**src/verilog/cesf_regs.svh**
```systemverilog
// Constants for the early-stage charger state machine: state codes, reset values.
// Assumes inclusion by bare name from the package and the main module.
`ifndef CESF_REGS_SVH
`define CESF_REGS_SVH
`define CESF_CODE_OFF 4'h0
`define CESF_CODE_IDLE 4'h1
`define CESF_CODE_PRECHG 4'h2
`define CESF_CODE_CC1 4'h3
`define CESF_CODE_CC2 4'h4
`define CESF_CODE_PCHG_FAULT 4'h8
`define CESF_CODE_SAFE_FAULT 4'h9
`define CESF_CODE_SUSPEND 4'ha
`define CESF_CODE_BOOT 4'hb
`define CESF_CODE_FORCE 4'hc
`define CESF_STEP_EN_RST 1'b1
`define CESF_ROOM_ONLY_RST 1'b0
`define CESF_BOOT_CYCLES 4'h4
`endif

```
**src/verilog/cesf_pkg.sv**
```systemverilog
// Types for the early-stage charger state machine.
// Assumes cesf_regs.svh on the include path.
`include "cesf_regs.svh"
package cesf_pkg;
   typedef enum logic [1:0] {
      CESF_ZONE_ROOM = 2'h0,
      CESF_ZONE_COOL = 2'h1,
      CESF_ZONE_WARM = 2'h2,
      CESF_ZONE_OTHER = 2'h3
   } cesf_zone_e;
   typedef enum logic [1:0] {
      CESF_CUR_NONE = 2'h0,
      CESF_CUR_PRECHG = 2'h1,
      CESF_CUR_CC1 = 2'h2,
      CESF_CUR_CC2 = 2'h3
   } cesf_cur_e;
   typedef enum logic [8:0] {
      CESF_ST_OFF = 9'h001,
      CESF_ST_IDLE = 9'h002,
      CESF_ST_BOOT = 9'h004,
      CESF_ST_PRECHG = 9'h008,
      CESF_ST_FORCE = 9'h010,
      CESF_ST_CC1 = 9'h020,
      CESF_ST_CC2 = 9'h040,
      CESF_ST_FAULT = 9'h080,
      CESF_ST_SUSPEND = 9'h100
   } cesf_state_e;
   // Synchronous comparator results from the analog front end
   typedef struct packed {
      logic below_recharge;
      logic below_precharge;
      logic at_step_rise;
      logic sys_at_min;
   } cesf_cmp_s;
   typedef struct packed {
      logic charger_enable;
      logic auto_restart_enable;
      logic skip_recharge_start;
      logic force_precharge;
      logic first_stage_timeout_enable;
      logic charger_reg_reset_enable;
   } cesf_cfg_s;
   typedef struct packed {
      logic precharge_timer;
      logic global_safety_timer;
      logic step_charge_timer;
   } cesf_tmr_s;
endpackage

```
**src/verilog/cesf_sync3.sv**
```systemverilog
// Three-stage synchroniser for a level from outside the clock domain.
// Output changes only when stages two and three agree.
`timescale 1ns/1ps
`default_nettype none
module cesf_sync3 (
   input wire logic i_sys_clk,
   input wire logic i_srst,
   input wire logic i_async,
   output logic o_level
);
   logic s1_reg;
   logic s2_reg;
   logic s3_reg;
   logic out_reg;
   logic out_next;
   always_comb begin
      out_next = out_reg;
      if (s2_reg == s3_reg) begin
         out_next = s3_reg;
      end
   end
   always_ff @(posedge i_sys_clk) begin
      if (i_srst) begin
         s1_reg <= 1'b0;
         s2_reg <= 1'b0;
         s3_reg <= 1'b0;
         out_reg <= 1'b0;
      end else begin
         s1_reg <= i_async;
         s2_reg <= s1_reg;
         s3_reg <= s2_reg;
         out_reg <= out_next;
      end
   end
   assign o_level = out_reg;
endmodule
`default_nettype wire

```
**src/verilog/cesf_top.sv**
```systemverilog
// Early-stage charger control: off, idle, boot, precharge, forced precharge, CC1.
// Assumes comparators, timers and temperature zone come synchronous from the analog side;
// the line-power detect is a pin and is synchronised here.
//
// Operation
// - Link connection seen while off moves the machine to idle.
// - Line power present with charger disabled forces and holds idle from every state except off.
// - Leave idle for boot: not link idle, enabled, below recharge or skip set.
// - Link idle ends itself when enabled, auto-restart on, battery below recharge.
// - Entering boot pulses a reset to every charger timer.
// - Boot with register-reset enable pulses a reset of charger registers.
// - Boot done with system rail at minimum enters precharge, code 0010.
// - Precharge requests precharge current; stays while below threshold and not forced.
// - Rise above precharge threshold enters CC1 if step on, step-done clear and room allowed.
// - Rise goes to CC2 if step off, step-done set or room-only outside room zone.
// - Precharge timer expiry enters precharge fault, code 1000, suspends charge.
// - Safety timer expiry in precharge or CC1 gives fault code 1001.
// - Temperature disable in precharge or CC1 suspends charging.
// - Force bit holds forced precharge; clearing it returns through boot.
// - CC1 requests at most the programmed CC1 current.
// - CC1 reaching the step-rise threshold moves to CC2.
// - Drop below precharge in CC1 returns to precharge, sets step-done.
// - CC1 timeout enabled and step timer expired moves to CC2.
// - Room-only set and zone leaving room during CC1 moves to CC2.
// - Step enable resets to 1, room-only resets to 0.
// - Code 0000 when off, 0001 when idle.
`timescale 1ns/1ps
`default_nettype none
`include "cesf_regs.svh"
module cesf_top (
   input wire logic i_sys_clk,
   input wire logic i_srst,
   input wire logic i_link_connect,
   input wire logic i_line_power_pin,
   input wire logic i_link_idle_mode,
   input wire logic i_temp_disable,
   input wire cesf_pkg::cesf_zone_e i_temp_zone,
   input wire cesf_pkg::cesf_cmp_s i_cmp,
   input wire cesf_pkg::cesf_cfg_s i_cfg,
   input wire cesf_pkg::cesf_tmr_s i_tmr_expired,
   input wire logic i_step_en_wr,
   input wire logic i_step_en_wdata,
   input wire logic i_room_only_wr,
   input wire logic i_room_only_wdata,
   output logic [3:0] o_charger_state_code,
   output cesf_pkg::cesf_cur_e o_current_select,
   output logic o_timer_reset,
   output logic o_charger_reg_reset,
   output logic o_link_idle_exit,
   output logic o_step_charging_enable,
   output logic o_first_stage_room_only,
   output logic o_step_done_flag
);
   logic line_power;
   cesf_pkg::cesf_state_e st_reg;
   cesf_pkg::cesf_state_e st_next;
   logic [3:0] code_reg;
   logic [3:0] code_next;
   cesf_pkg::cesf_cur_e cur_reg;
   cesf_pkg::cesf_cur_e cur_next;
   logic [3:0] boot_cnt_reg;
   logic [3:0] boot_cnt_next;
   logic tmr_rst_reg;
   logic tmr_rst_next;
   logic creg_rst_reg;
   logic creg_rst_next;
   logic idle_exit_reg;
   logic idle_exit_next;
   logic step_en_reg;
   logic step_en_next;
   logic room_only_reg;
   logic room_only_next;
   logic step_done_reg;
   logic step_done_next;
   logic in_room_reg;
   logic in_room_next;
   logic fault_safe_reg;
   logic fault_safe_next;

   // Line power is a pin; a late edge on it must not split one decision across two cycles
   cesf_sync3 u_power_sync (
      .i_sys_clk(i_sys_clk),
      .i_srst(i_srst),
      .i_async(i_line_power_pin),
      .o_level(line_power)
   );

   function automatic cesf_pkg::cesf_state_e rise_target(input logic step_en,
         input logic room_only, input logic step_done, input cesf_pkg::cesf_zone_e zone);
      if (step_en && !step_done && (!room_only || zone == cesf_pkg::CESF_ZONE_ROOM)) begin
         rise_target = cesf_pkg::CESF_ST_CC1;
      end else begin
         rise_target = cesf_pkg::CESF_ST_CC2;
      end
   endfunction

   function automatic logic [3:0] code_of(input cesf_pkg::cesf_state_e st, input logic safe);
      unique case (st)
         cesf_pkg::CESF_ST_OFF: code_of = `CESF_CODE_OFF;
         cesf_pkg::CESF_ST_IDLE: code_of = `CESF_CODE_IDLE;
         cesf_pkg::CESF_ST_BOOT: code_of = `CESF_CODE_BOOT;
         cesf_pkg::CESF_ST_PRECHG: code_of = `CESF_CODE_PRECHG;
         cesf_pkg::CESF_ST_FORCE: code_of = `CESF_CODE_FORCE;
         cesf_pkg::CESF_ST_CC1: code_of = `CESF_CODE_CC1;
         cesf_pkg::CESF_ST_CC2: code_of = `CESF_CODE_CC2;
         cesf_pkg::CESF_ST_FAULT: begin
            if (safe) begin
               code_of = `CESF_CODE_SAFE_FAULT;
            end else begin
               code_of = `CESF_CODE_PCHG_FAULT;
            end
         end
         cesf_pkg::CESF_ST_SUSPEND: code_of = `CESF_CODE_SUSPEND;
         default: code_of = `CESF_CODE_OFF;
      endcase
   endfunction

   // Step and room-only configuration bits; boot with register reset restores them
   always_comb begin
      step_en_next = step_en_reg;
      room_only_next = room_only_reg;
      if (i_step_en_wr) begin
         step_en_next = i_step_en_wdata;
      end
      if (i_room_only_wr) begin
         room_only_next = i_room_only_wdata;
      end
      if (creg_rst_next) begin
         step_en_next = `CESF_STEP_EN_RST;
         room_only_next = `CESF_ROOM_ONLY_RST;
      end
   end

   always_comb begin
      st_next = st_reg;
      boot_cnt_next = boot_cnt_reg;
      tmr_rst_next = 1'b0;
      creg_rst_next = 1'b0;
      idle_exit_next = 1'b0;
      step_done_next = step_done_reg;
      fault_safe_next = fault_safe_reg;
      in_room_next = (i_temp_zone == cesf_pkg::CESF_ZONE_ROOM);
      unique case (st_reg)
         cesf_pkg::CESF_ST_OFF: begin
            if (i_link_connect) begin
               st_next = cesf_pkg::CESF_ST_IDLE;
            end
         end
         cesf_pkg::CESF_ST_IDLE: begin
            // Recharge comparison is a registered input, so this decides within a cycle
            if (i_link_idle_mode && i_cfg.charger_enable && i_cfg.auto_restart_enable &&
                  i_cmp.below_recharge) begin
               idle_exit_next = 1'b1;
            end
            if (!i_link_idle_mode && i_cfg.charger_enable &&
                  (i_cmp.below_recharge || i_cfg.skip_recharge_start)) begin
               st_next = cesf_pkg::CESF_ST_BOOT;
               tmr_rst_next = 1'b1;
               creg_rst_next = i_cfg.charger_reg_reset_enable;
               boot_cnt_next = 4'h0;
               // A fresh charge cycle may use CC1 again
               step_done_next = 1'b0;
            end
         end
         cesf_pkg::CESF_ST_BOOT: begin
            // A fixed count lets the timer and register resets settle before precharge
            if (boot_cnt_reg != `CESF_BOOT_CYCLES) begin
               boot_cnt_next = boot_cnt_reg + 4'h1;
            end else if (i_cmp.sys_at_min) begin
               st_next = cesf_pkg::CESF_ST_PRECHG;
            end
         end
         cesf_pkg::CESF_ST_PRECHG: begin
            if (i_tmr_expired.global_safety_timer) begin
               st_next = cesf_pkg::CESF_ST_FAULT;
               fault_safe_next = 1'b1;
            end else if (i_tmr_expired.precharge_timer) begin
               st_next = cesf_pkg::CESF_ST_FAULT;
               fault_safe_next = 1'b0;
            end else if (i_temp_disable) begin
               st_next = cesf_pkg::CESF_ST_SUSPEND;
            end else if (i_cfg.force_precharge) begin
               st_next = cesf_pkg::CESF_ST_FORCE;
            end else if (!i_cmp.below_precharge) begin
               st_next = rise_target(step_en_reg, room_only_reg, step_done_reg, i_temp_zone);
            end
         end
         cesf_pkg::CESF_ST_FORCE: begin
            // Forced precharge ends through boot so every timer restarts cleanly
            if (!i_cfg.force_precharge) begin
               st_next = cesf_pkg::CESF_ST_BOOT;
               tmr_rst_next = 1'b1;
               creg_rst_next = i_cfg.charger_reg_reset_enable;
               boot_cnt_next = 4'h0;
            end
         end
         cesf_pkg::CESF_ST_CC1: begin
            if (i_tmr_expired.global_safety_timer) begin
               st_next = cesf_pkg::CESF_ST_FAULT;
               fault_safe_next = 1'b1;
            end else if (i_temp_disable) begin
               st_next = cesf_pkg::CESF_ST_SUSPEND;
            end else if (i_cmp.below_precharge) begin
               // CC1-done and CC2 are passed through in one step to precharge
               st_next = cesf_pkg::CESF_ST_PRECHG;
               step_done_next = 1'b1;
            end else if (i_cmp.at_step_rise) begin
               st_next = cesf_pkg::CESF_ST_CC2;
            end else if (i_cfg.first_stage_timeout_enable && i_tmr_expired.step_charge_timer) begin
               st_next = cesf_pkg::CESF_ST_CC2;
            // Room exit compares the zone of the last cycle with that of this cycle
            end else if (room_only_reg && in_room_reg && !in_room_next) begin
               st_next = cesf_pkg::CESF_ST_CC2;
            end
         end
         // CC2 onward is handled downstream, but a drop below precharge returns CC2 to precharge; faults and suspension are held here
         cesf_pkg::CESF_ST_CC2: begin
            if (i_cmp.below_precharge) begin
               st_next = cesf_pkg::CESF_ST_PRECHG;
            end
         end
         cesf_pkg::CESF_ST_FAULT: begin
         end
         cesf_pkg::CESF_ST_SUSPEND: begin
         end
         default: st_next = cesf_pkg::CESF_ST_OFF;
      endcase
      // Disable under line power wins over every transition, boot pulses included
      if (st_reg != cesf_pkg::CESF_ST_OFF && line_power && !i_cfg.charger_enable) begin
         st_next = cesf_pkg::CESF_ST_IDLE;
         tmr_rst_next = 1'b0;
         creg_rst_next = 1'b0;
      end
   end

   // Outputs come from the next state so the code never lags the state by a cycle
   always_comb begin
      code_next = code_of(st_next, fault_safe_next);
      unique case (st_next)
         cesf_pkg::CESF_ST_PRECHG, cesf_pkg::CESF_ST_FORCE: begin
            cur_next = cesf_pkg::CESF_CUR_PRECHG;
         end
         cesf_pkg::CESF_ST_CC1: cur_next = cesf_pkg::CESF_CUR_CC1;
         cesf_pkg::CESF_ST_CC2: cur_next = cesf_pkg::CESF_CUR_CC2;
         default: cur_next = cesf_pkg::CESF_CUR_NONE;
      endcase
   end

   // Configuration bits
   always_ff @(posedge i_sys_clk) begin
      if (i_srst) begin
         step_en_reg <= `CESF_STEP_EN_RST;
         room_only_reg <= `CESF_ROOM_ONLY_RST;
      end else begin
         step_en_reg <= step_en_next;
         room_only_reg <= room_only_next;
      end
   end

   // Control state and its one-cycle pulses
   always_ff @(posedge i_sys_clk) begin
      if (i_srst) begin
         st_reg <= cesf_pkg::CESF_ST_OFF;
         boot_cnt_reg <= 4'h0;
         tmr_rst_reg <= 1'b0;
         creg_rst_reg <= 1'b0;
         idle_exit_reg <= 1'b0;
         step_done_reg <= 1'b0;
         in_room_reg <= 1'b1;
         fault_safe_reg <= 1'b0;
      end else begin
         st_reg <= st_next;
         boot_cnt_reg <= boot_cnt_next;
         tmr_rst_reg <= tmr_rst_next;
         creg_rst_reg <= creg_rst_next;
         idle_exit_reg <= idle_exit_next;
         step_done_reg <= step_done_next;
         in_room_reg <= in_room_next;
         fault_safe_reg <= fault_safe_next;
      end
   end

   // State code and current selection
   always_ff @(posedge i_sys_clk) begin
      if (i_srst) begin
         code_reg <= `CESF_CODE_OFF;
         cur_reg <= cesf_pkg::CESF_CUR_NONE;
      end else begin
         code_reg <= code_next;
         cur_reg <= cur_next;
      end
   end

   assign o_charger_state_code = code_reg;
   assign o_current_select = cur_reg;
   assign o_timer_reset = tmr_rst_reg;
   assign o_charger_reg_reset = creg_rst_reg;
   assign o_link_idle_exit = idle_exit_reg;
   assign o_step_charging_enable = step_en_reg;
   assign o_first_stage_room_only = room_only_reg;
   assign o_step_done_flag = step_done_reg;
endmodule
`default_nettype wire

```
**config.mk**
```make
export PLATFORM = sky130hd
export DESIGN_NAME = cesf_top
export DESIGN_NICKNAME = d
export VERILOG_FILES = /design/src/verilog/cesf_pkg.sv /design/src/verilog/cesf_sync3.sv /design/src/verilog/cesf_top.sv
export VERILOG_INCLUDE_DIRS = /design/src /design/src/verilog
export SDC_FILE = /design/constraint.sdc
export NUM_CORES = 1
export LEC_CHECK = 0
export ABC_AREA = 1
export BUFFER_PORTS_ARGS = -buffer_cell sky130_fd_sc_hd__buf_4
export CAP_MARGIN = 40
export CORE_MARGIN = 2
export CORE_UTILIZATION = 48
export DETAILED_ROUTE_END_ITERATION = 6
export GPL_TIMING_DRIVEN = 0
export PLACE_DENSITY = 0.71
export SYNTH_ARGS = -nofsm -noshare
export SYNTH_HDL_FRONTEND = slang
export SYNTH_HIERARCHICAL = 1
export SYNTH_SLANG_ARGS = --single-unit
```
**constraint.sdc**
```tcl
create_clock -name i_sys_clk -period 4.74 [get_ports i_sys_clk]
set_clock_uncertainty 0.1 [all_clocks]
set_input_delay 0.474 -clock i_sys_clk [delete_from_list [all_inputs] [get_ports i_sys_clk]]
set_output_delay 0.474 -clock i_sys_clk [all_outputs]
set_load 0.02 [all_outputs]
```
==> results.json <==
{
  "status": "finished, final reports clean",
  "grt_pass1_vias": 1867,
  "p_int_uw": 474,
  "areaGrowthSynthToFinish_pct": 24.5,
  "ys_seq_area_share_pct": 34.0,
  "hpwl_um": 3960,
  "gp_congestion": 0.886,
  "end_kind": "register",
  "startpoint_type": "register",
  "ir_drop_v": 0.000215,
  "syn-num-nets": 315,
  "avgSynthCellArea_um2": 6.34,
  "p_leak_uw": 0.00116,
  "max_cap_violations": 0,
  "seqCellArea_um2": 621,
  "yosysUniqueCellTypes": 29,
  "ys_seq_elements": 31,
  "place_area_mm2": 0.00216,
  "drt_iter0_drc": 119,
  "path_clk_slew_ps": 70,
  "p_switching_uw": 161,
  "dr_wl_met2_um": 2250,
  "crit_end": "o_charger_state_code[0]$_SDFF_PP0_",
  "rr_worst_depth": 12,
  "htree_levels": 2,
  "cp_slowest_cell": "dfxtp_1",
  "pwr-share-seq_pct": 42.8,
  "switching_share_pct": 25.4,
  "finalNonFillerCells": 380,
  "ys_warn_count": 6,
  "nets": 358,
  "grt_util_all_layers_pct": 26.4,
  "fmax_ghz": 0.536,
  "cts_tree": "built",
  "startpoint": "st_reg[3]$_SDFF_PP0_",
  "die_h_um": 65.7,
  "coreArea_mm2": 0.00366,
  "rsz0062_at_grt": "no",
  "die-area_mm2": 0.00432,
  "antenna_left": 0,
  "multiInputGateArea_mm2": 0.00104,
  "cts-root-buf": "clkbuf_8",
  "wl_met1_um": 2230,
  "setup_viol": 0,
  "clock_path_buffers": 2,
  "setup_slack_ps": 2870,
  "ios": 37,
  "min_period_ps": 1870,
  "via_count": 1941,
  "period_share_pct": 39.4,
  "placedCellCount": 372,
  "crit_required_ps": 4880,
  "holdCritPathClass": "input pin to register",
  "clk_latency_ps": 290,
  "layout_common_cells": "63 x nand2_1, 47 x nor2_1, 37 x inv_1, 37 x buf_4, 36 x nand3_1",
  "yosys-top-cells-area": "dfxtp_1 34%, nand2_1 13%, nand3_1 9.9%, nor2_1 9.7%, inv_1 7.6%",
  "cp.depth": 12,
  "combPwrFrac_pct": 14.3,
  "critPathBufInv": 2,
  "reg2reg_slack_ps": 2870,
  "grt_first_pass_wirelength_um": 8580,
  "powerDensity_mw_per_mm2": 279,
  "drc": 0,
  "rows": 22,
  "syn_area_mm2": 0.00183,
  "globalRoute.totalOverflow": 0,
  "criticalPathCategory": "register to register",
  "worstReg2RegStart": "st_reg[3]$_SDFF_PP0_",
  "maxSlewHeadroom_pct": 68.7,
  "synth_edf_count": 0,
  "total_power_uw": 635,
  "cts_made_buffers": 5,
  "port_buffers": 36,
  "wl_um": 4950,
  "crit_fanout": 4,
  "slew_violations": 0,
  "r2r_end": "o_charger_state_code[0]$_SDFF_PP0_",
  "p_clk_share_pct": 42.9,
  "fin_area_mm2": 0.00227,
  "yosysTopAreaCell": "dfxtp_1",
  "floorplan.initialDensity_pct": 49.9,
  "cts_resized": 0,
  "cp_cell_sequence": "inv_1 > nor2_1 > nand2_1 > nor2_1 > nand3_1 > nor2_1 > nand3_1 > nand2_1 > nand2_1 > nand3_1 > nand2_1 > inv_1",
  "drt-vias-per-instance": 5.11,
  "slowest_delay_ps": 420,
  "yosysTopAreaCellShare_pct": 34.0,
  "worst_pin_slew_ps": 469,
  "drt_pass1_iterations": 4,
  "met3_length_um": 364,
  "dr.max_layer_used": "met4",
  "postCtsSetupBuffers": 0,
  "hold_viol": 0,
  "largest_reg_flops": 9,
  "wl_per_cell_um": 13.0,
  "fillerInstances": 384,
  "clock-sinks": 31,
  "synth_ff_type": "dfxtp_1",
  "critical-path-top-delay-family": "simple AND/OR/NAND/NOR gates",
  "diodes": 0,
  "cp.arrival_ps": 2010,
  "grt_max_degree": 11,
  "antenna_found_initial": 0,
  "synthArstFlopShare_pct": 0,
  "drive_above_1_share_pct": 20.5,
  "pre_cts_slack_ps": 2890,
  "layout_commonest_cell": "nand2_1",
  "fin_tns_setup_ps": 0,
  "die_w_um": 65.7,
  "ctsHoldBuffers": 0,
  "syn_inst": 288,
  "cp_common_cell": "nand2_1"
}
-- layout make-up --
type	instances	share of cell area (%)
Timing Repair Buffer	36	11.9
Buffer	3	0.715
Multi-Input combinational cell	214	45.7
Sequential cell	31	27.3
Tap cell	48	2.64
Clock buffer	6	3.63
Inverter	40	6.60
Clock inverter	2	1.54
-- worst min-delay path by stage --
stage	start	endpoint	slack (ps)	cells after the start
final	i_line_power_pin	u_power_sync/s1_reg$_SDFF_PP0_	300	3
after global routing	i_line_power_pin	u_power_sync/s1_reg$_SDFF_PP0_	320	3
after CTS	i_line_power_pin	u_power_sync/s1_reg$_SDFF_PP0_	300	3
after detailed placement	u_power_sync/s1_reg$_SDFF_PP0_	u_power_sync/s2_reg$_SDFF_PP0_	300	2
after global placement	u_power_sync/s1_reg$_SDFF_PP0_	u_power_sync/s2_reg$_SDFF_PP0_	300	2
after floorplan	u_power_sync/s1_reg$_SDFF_PP0_	u_power_sync/s2_reg$_SDFF_PP0_	290	2
-- logic make-up after synthesis --
logic type / after synthesis / synth area share, %
muxes: 1 / 0.548
DFF: 31 / 34.0
AOI/OAI and AO/OA: 33 / 10.1
buffers and inverters: 43 / 9.11
adders and majority gates: 2 / 1.37
and+or+nand+nor: 178 / 44.9
-- cells in the mapped netlist (2+ instances only) --
library cell / n
o21ai_0: 11
nand3_1: 36
dfxtp_1: 31
o21ai_1: 2
nand2_2: 6
inv_2: 3
nor2_1: 47
nor3_1: 8
a21oi_1: 16
nand3_2: 2
nor2_2: 6
nand4_1: 3
nand2_4: 2
nand2_1: 63
inv_1: 37
ha_1: 2
-- per-stage QoR --
| step | util [%] | hold slack (ps) |
|---|---|---|
| CTS | 62.1 | 300 |
| global placement | 58.9 | 295 |
| global route | 62.1 | 319 |
| finish | 62.1 | 297 |
| floorplan | - | 288 |
| detailed placement | 58.9 | 300 |
-- metal layers --
layer / vias up / global-route usage, %
met5: - / 0
met4: 0 / 10.2
met3: 10 / 5.14
met2: 71 / 43.8
met1: 842 / 33.5
li1: 1018 / -
-- power by group through the flow --
stage               combinational, µW  sequential, µW  clock, µW
floorplan                        51.4             280          0
global placement                 89.0             277          0
detailed placement               89.7             277          0
CTS                              90.6             272        273
global route                      103             273        287
finish                           90.8             271        272
-- tightest hold or removal path, stage by stage --
cell and delay, ps:
buf_4 80, inv_1 30, nor2_1 70
Power figures use the tool's default switching activity.
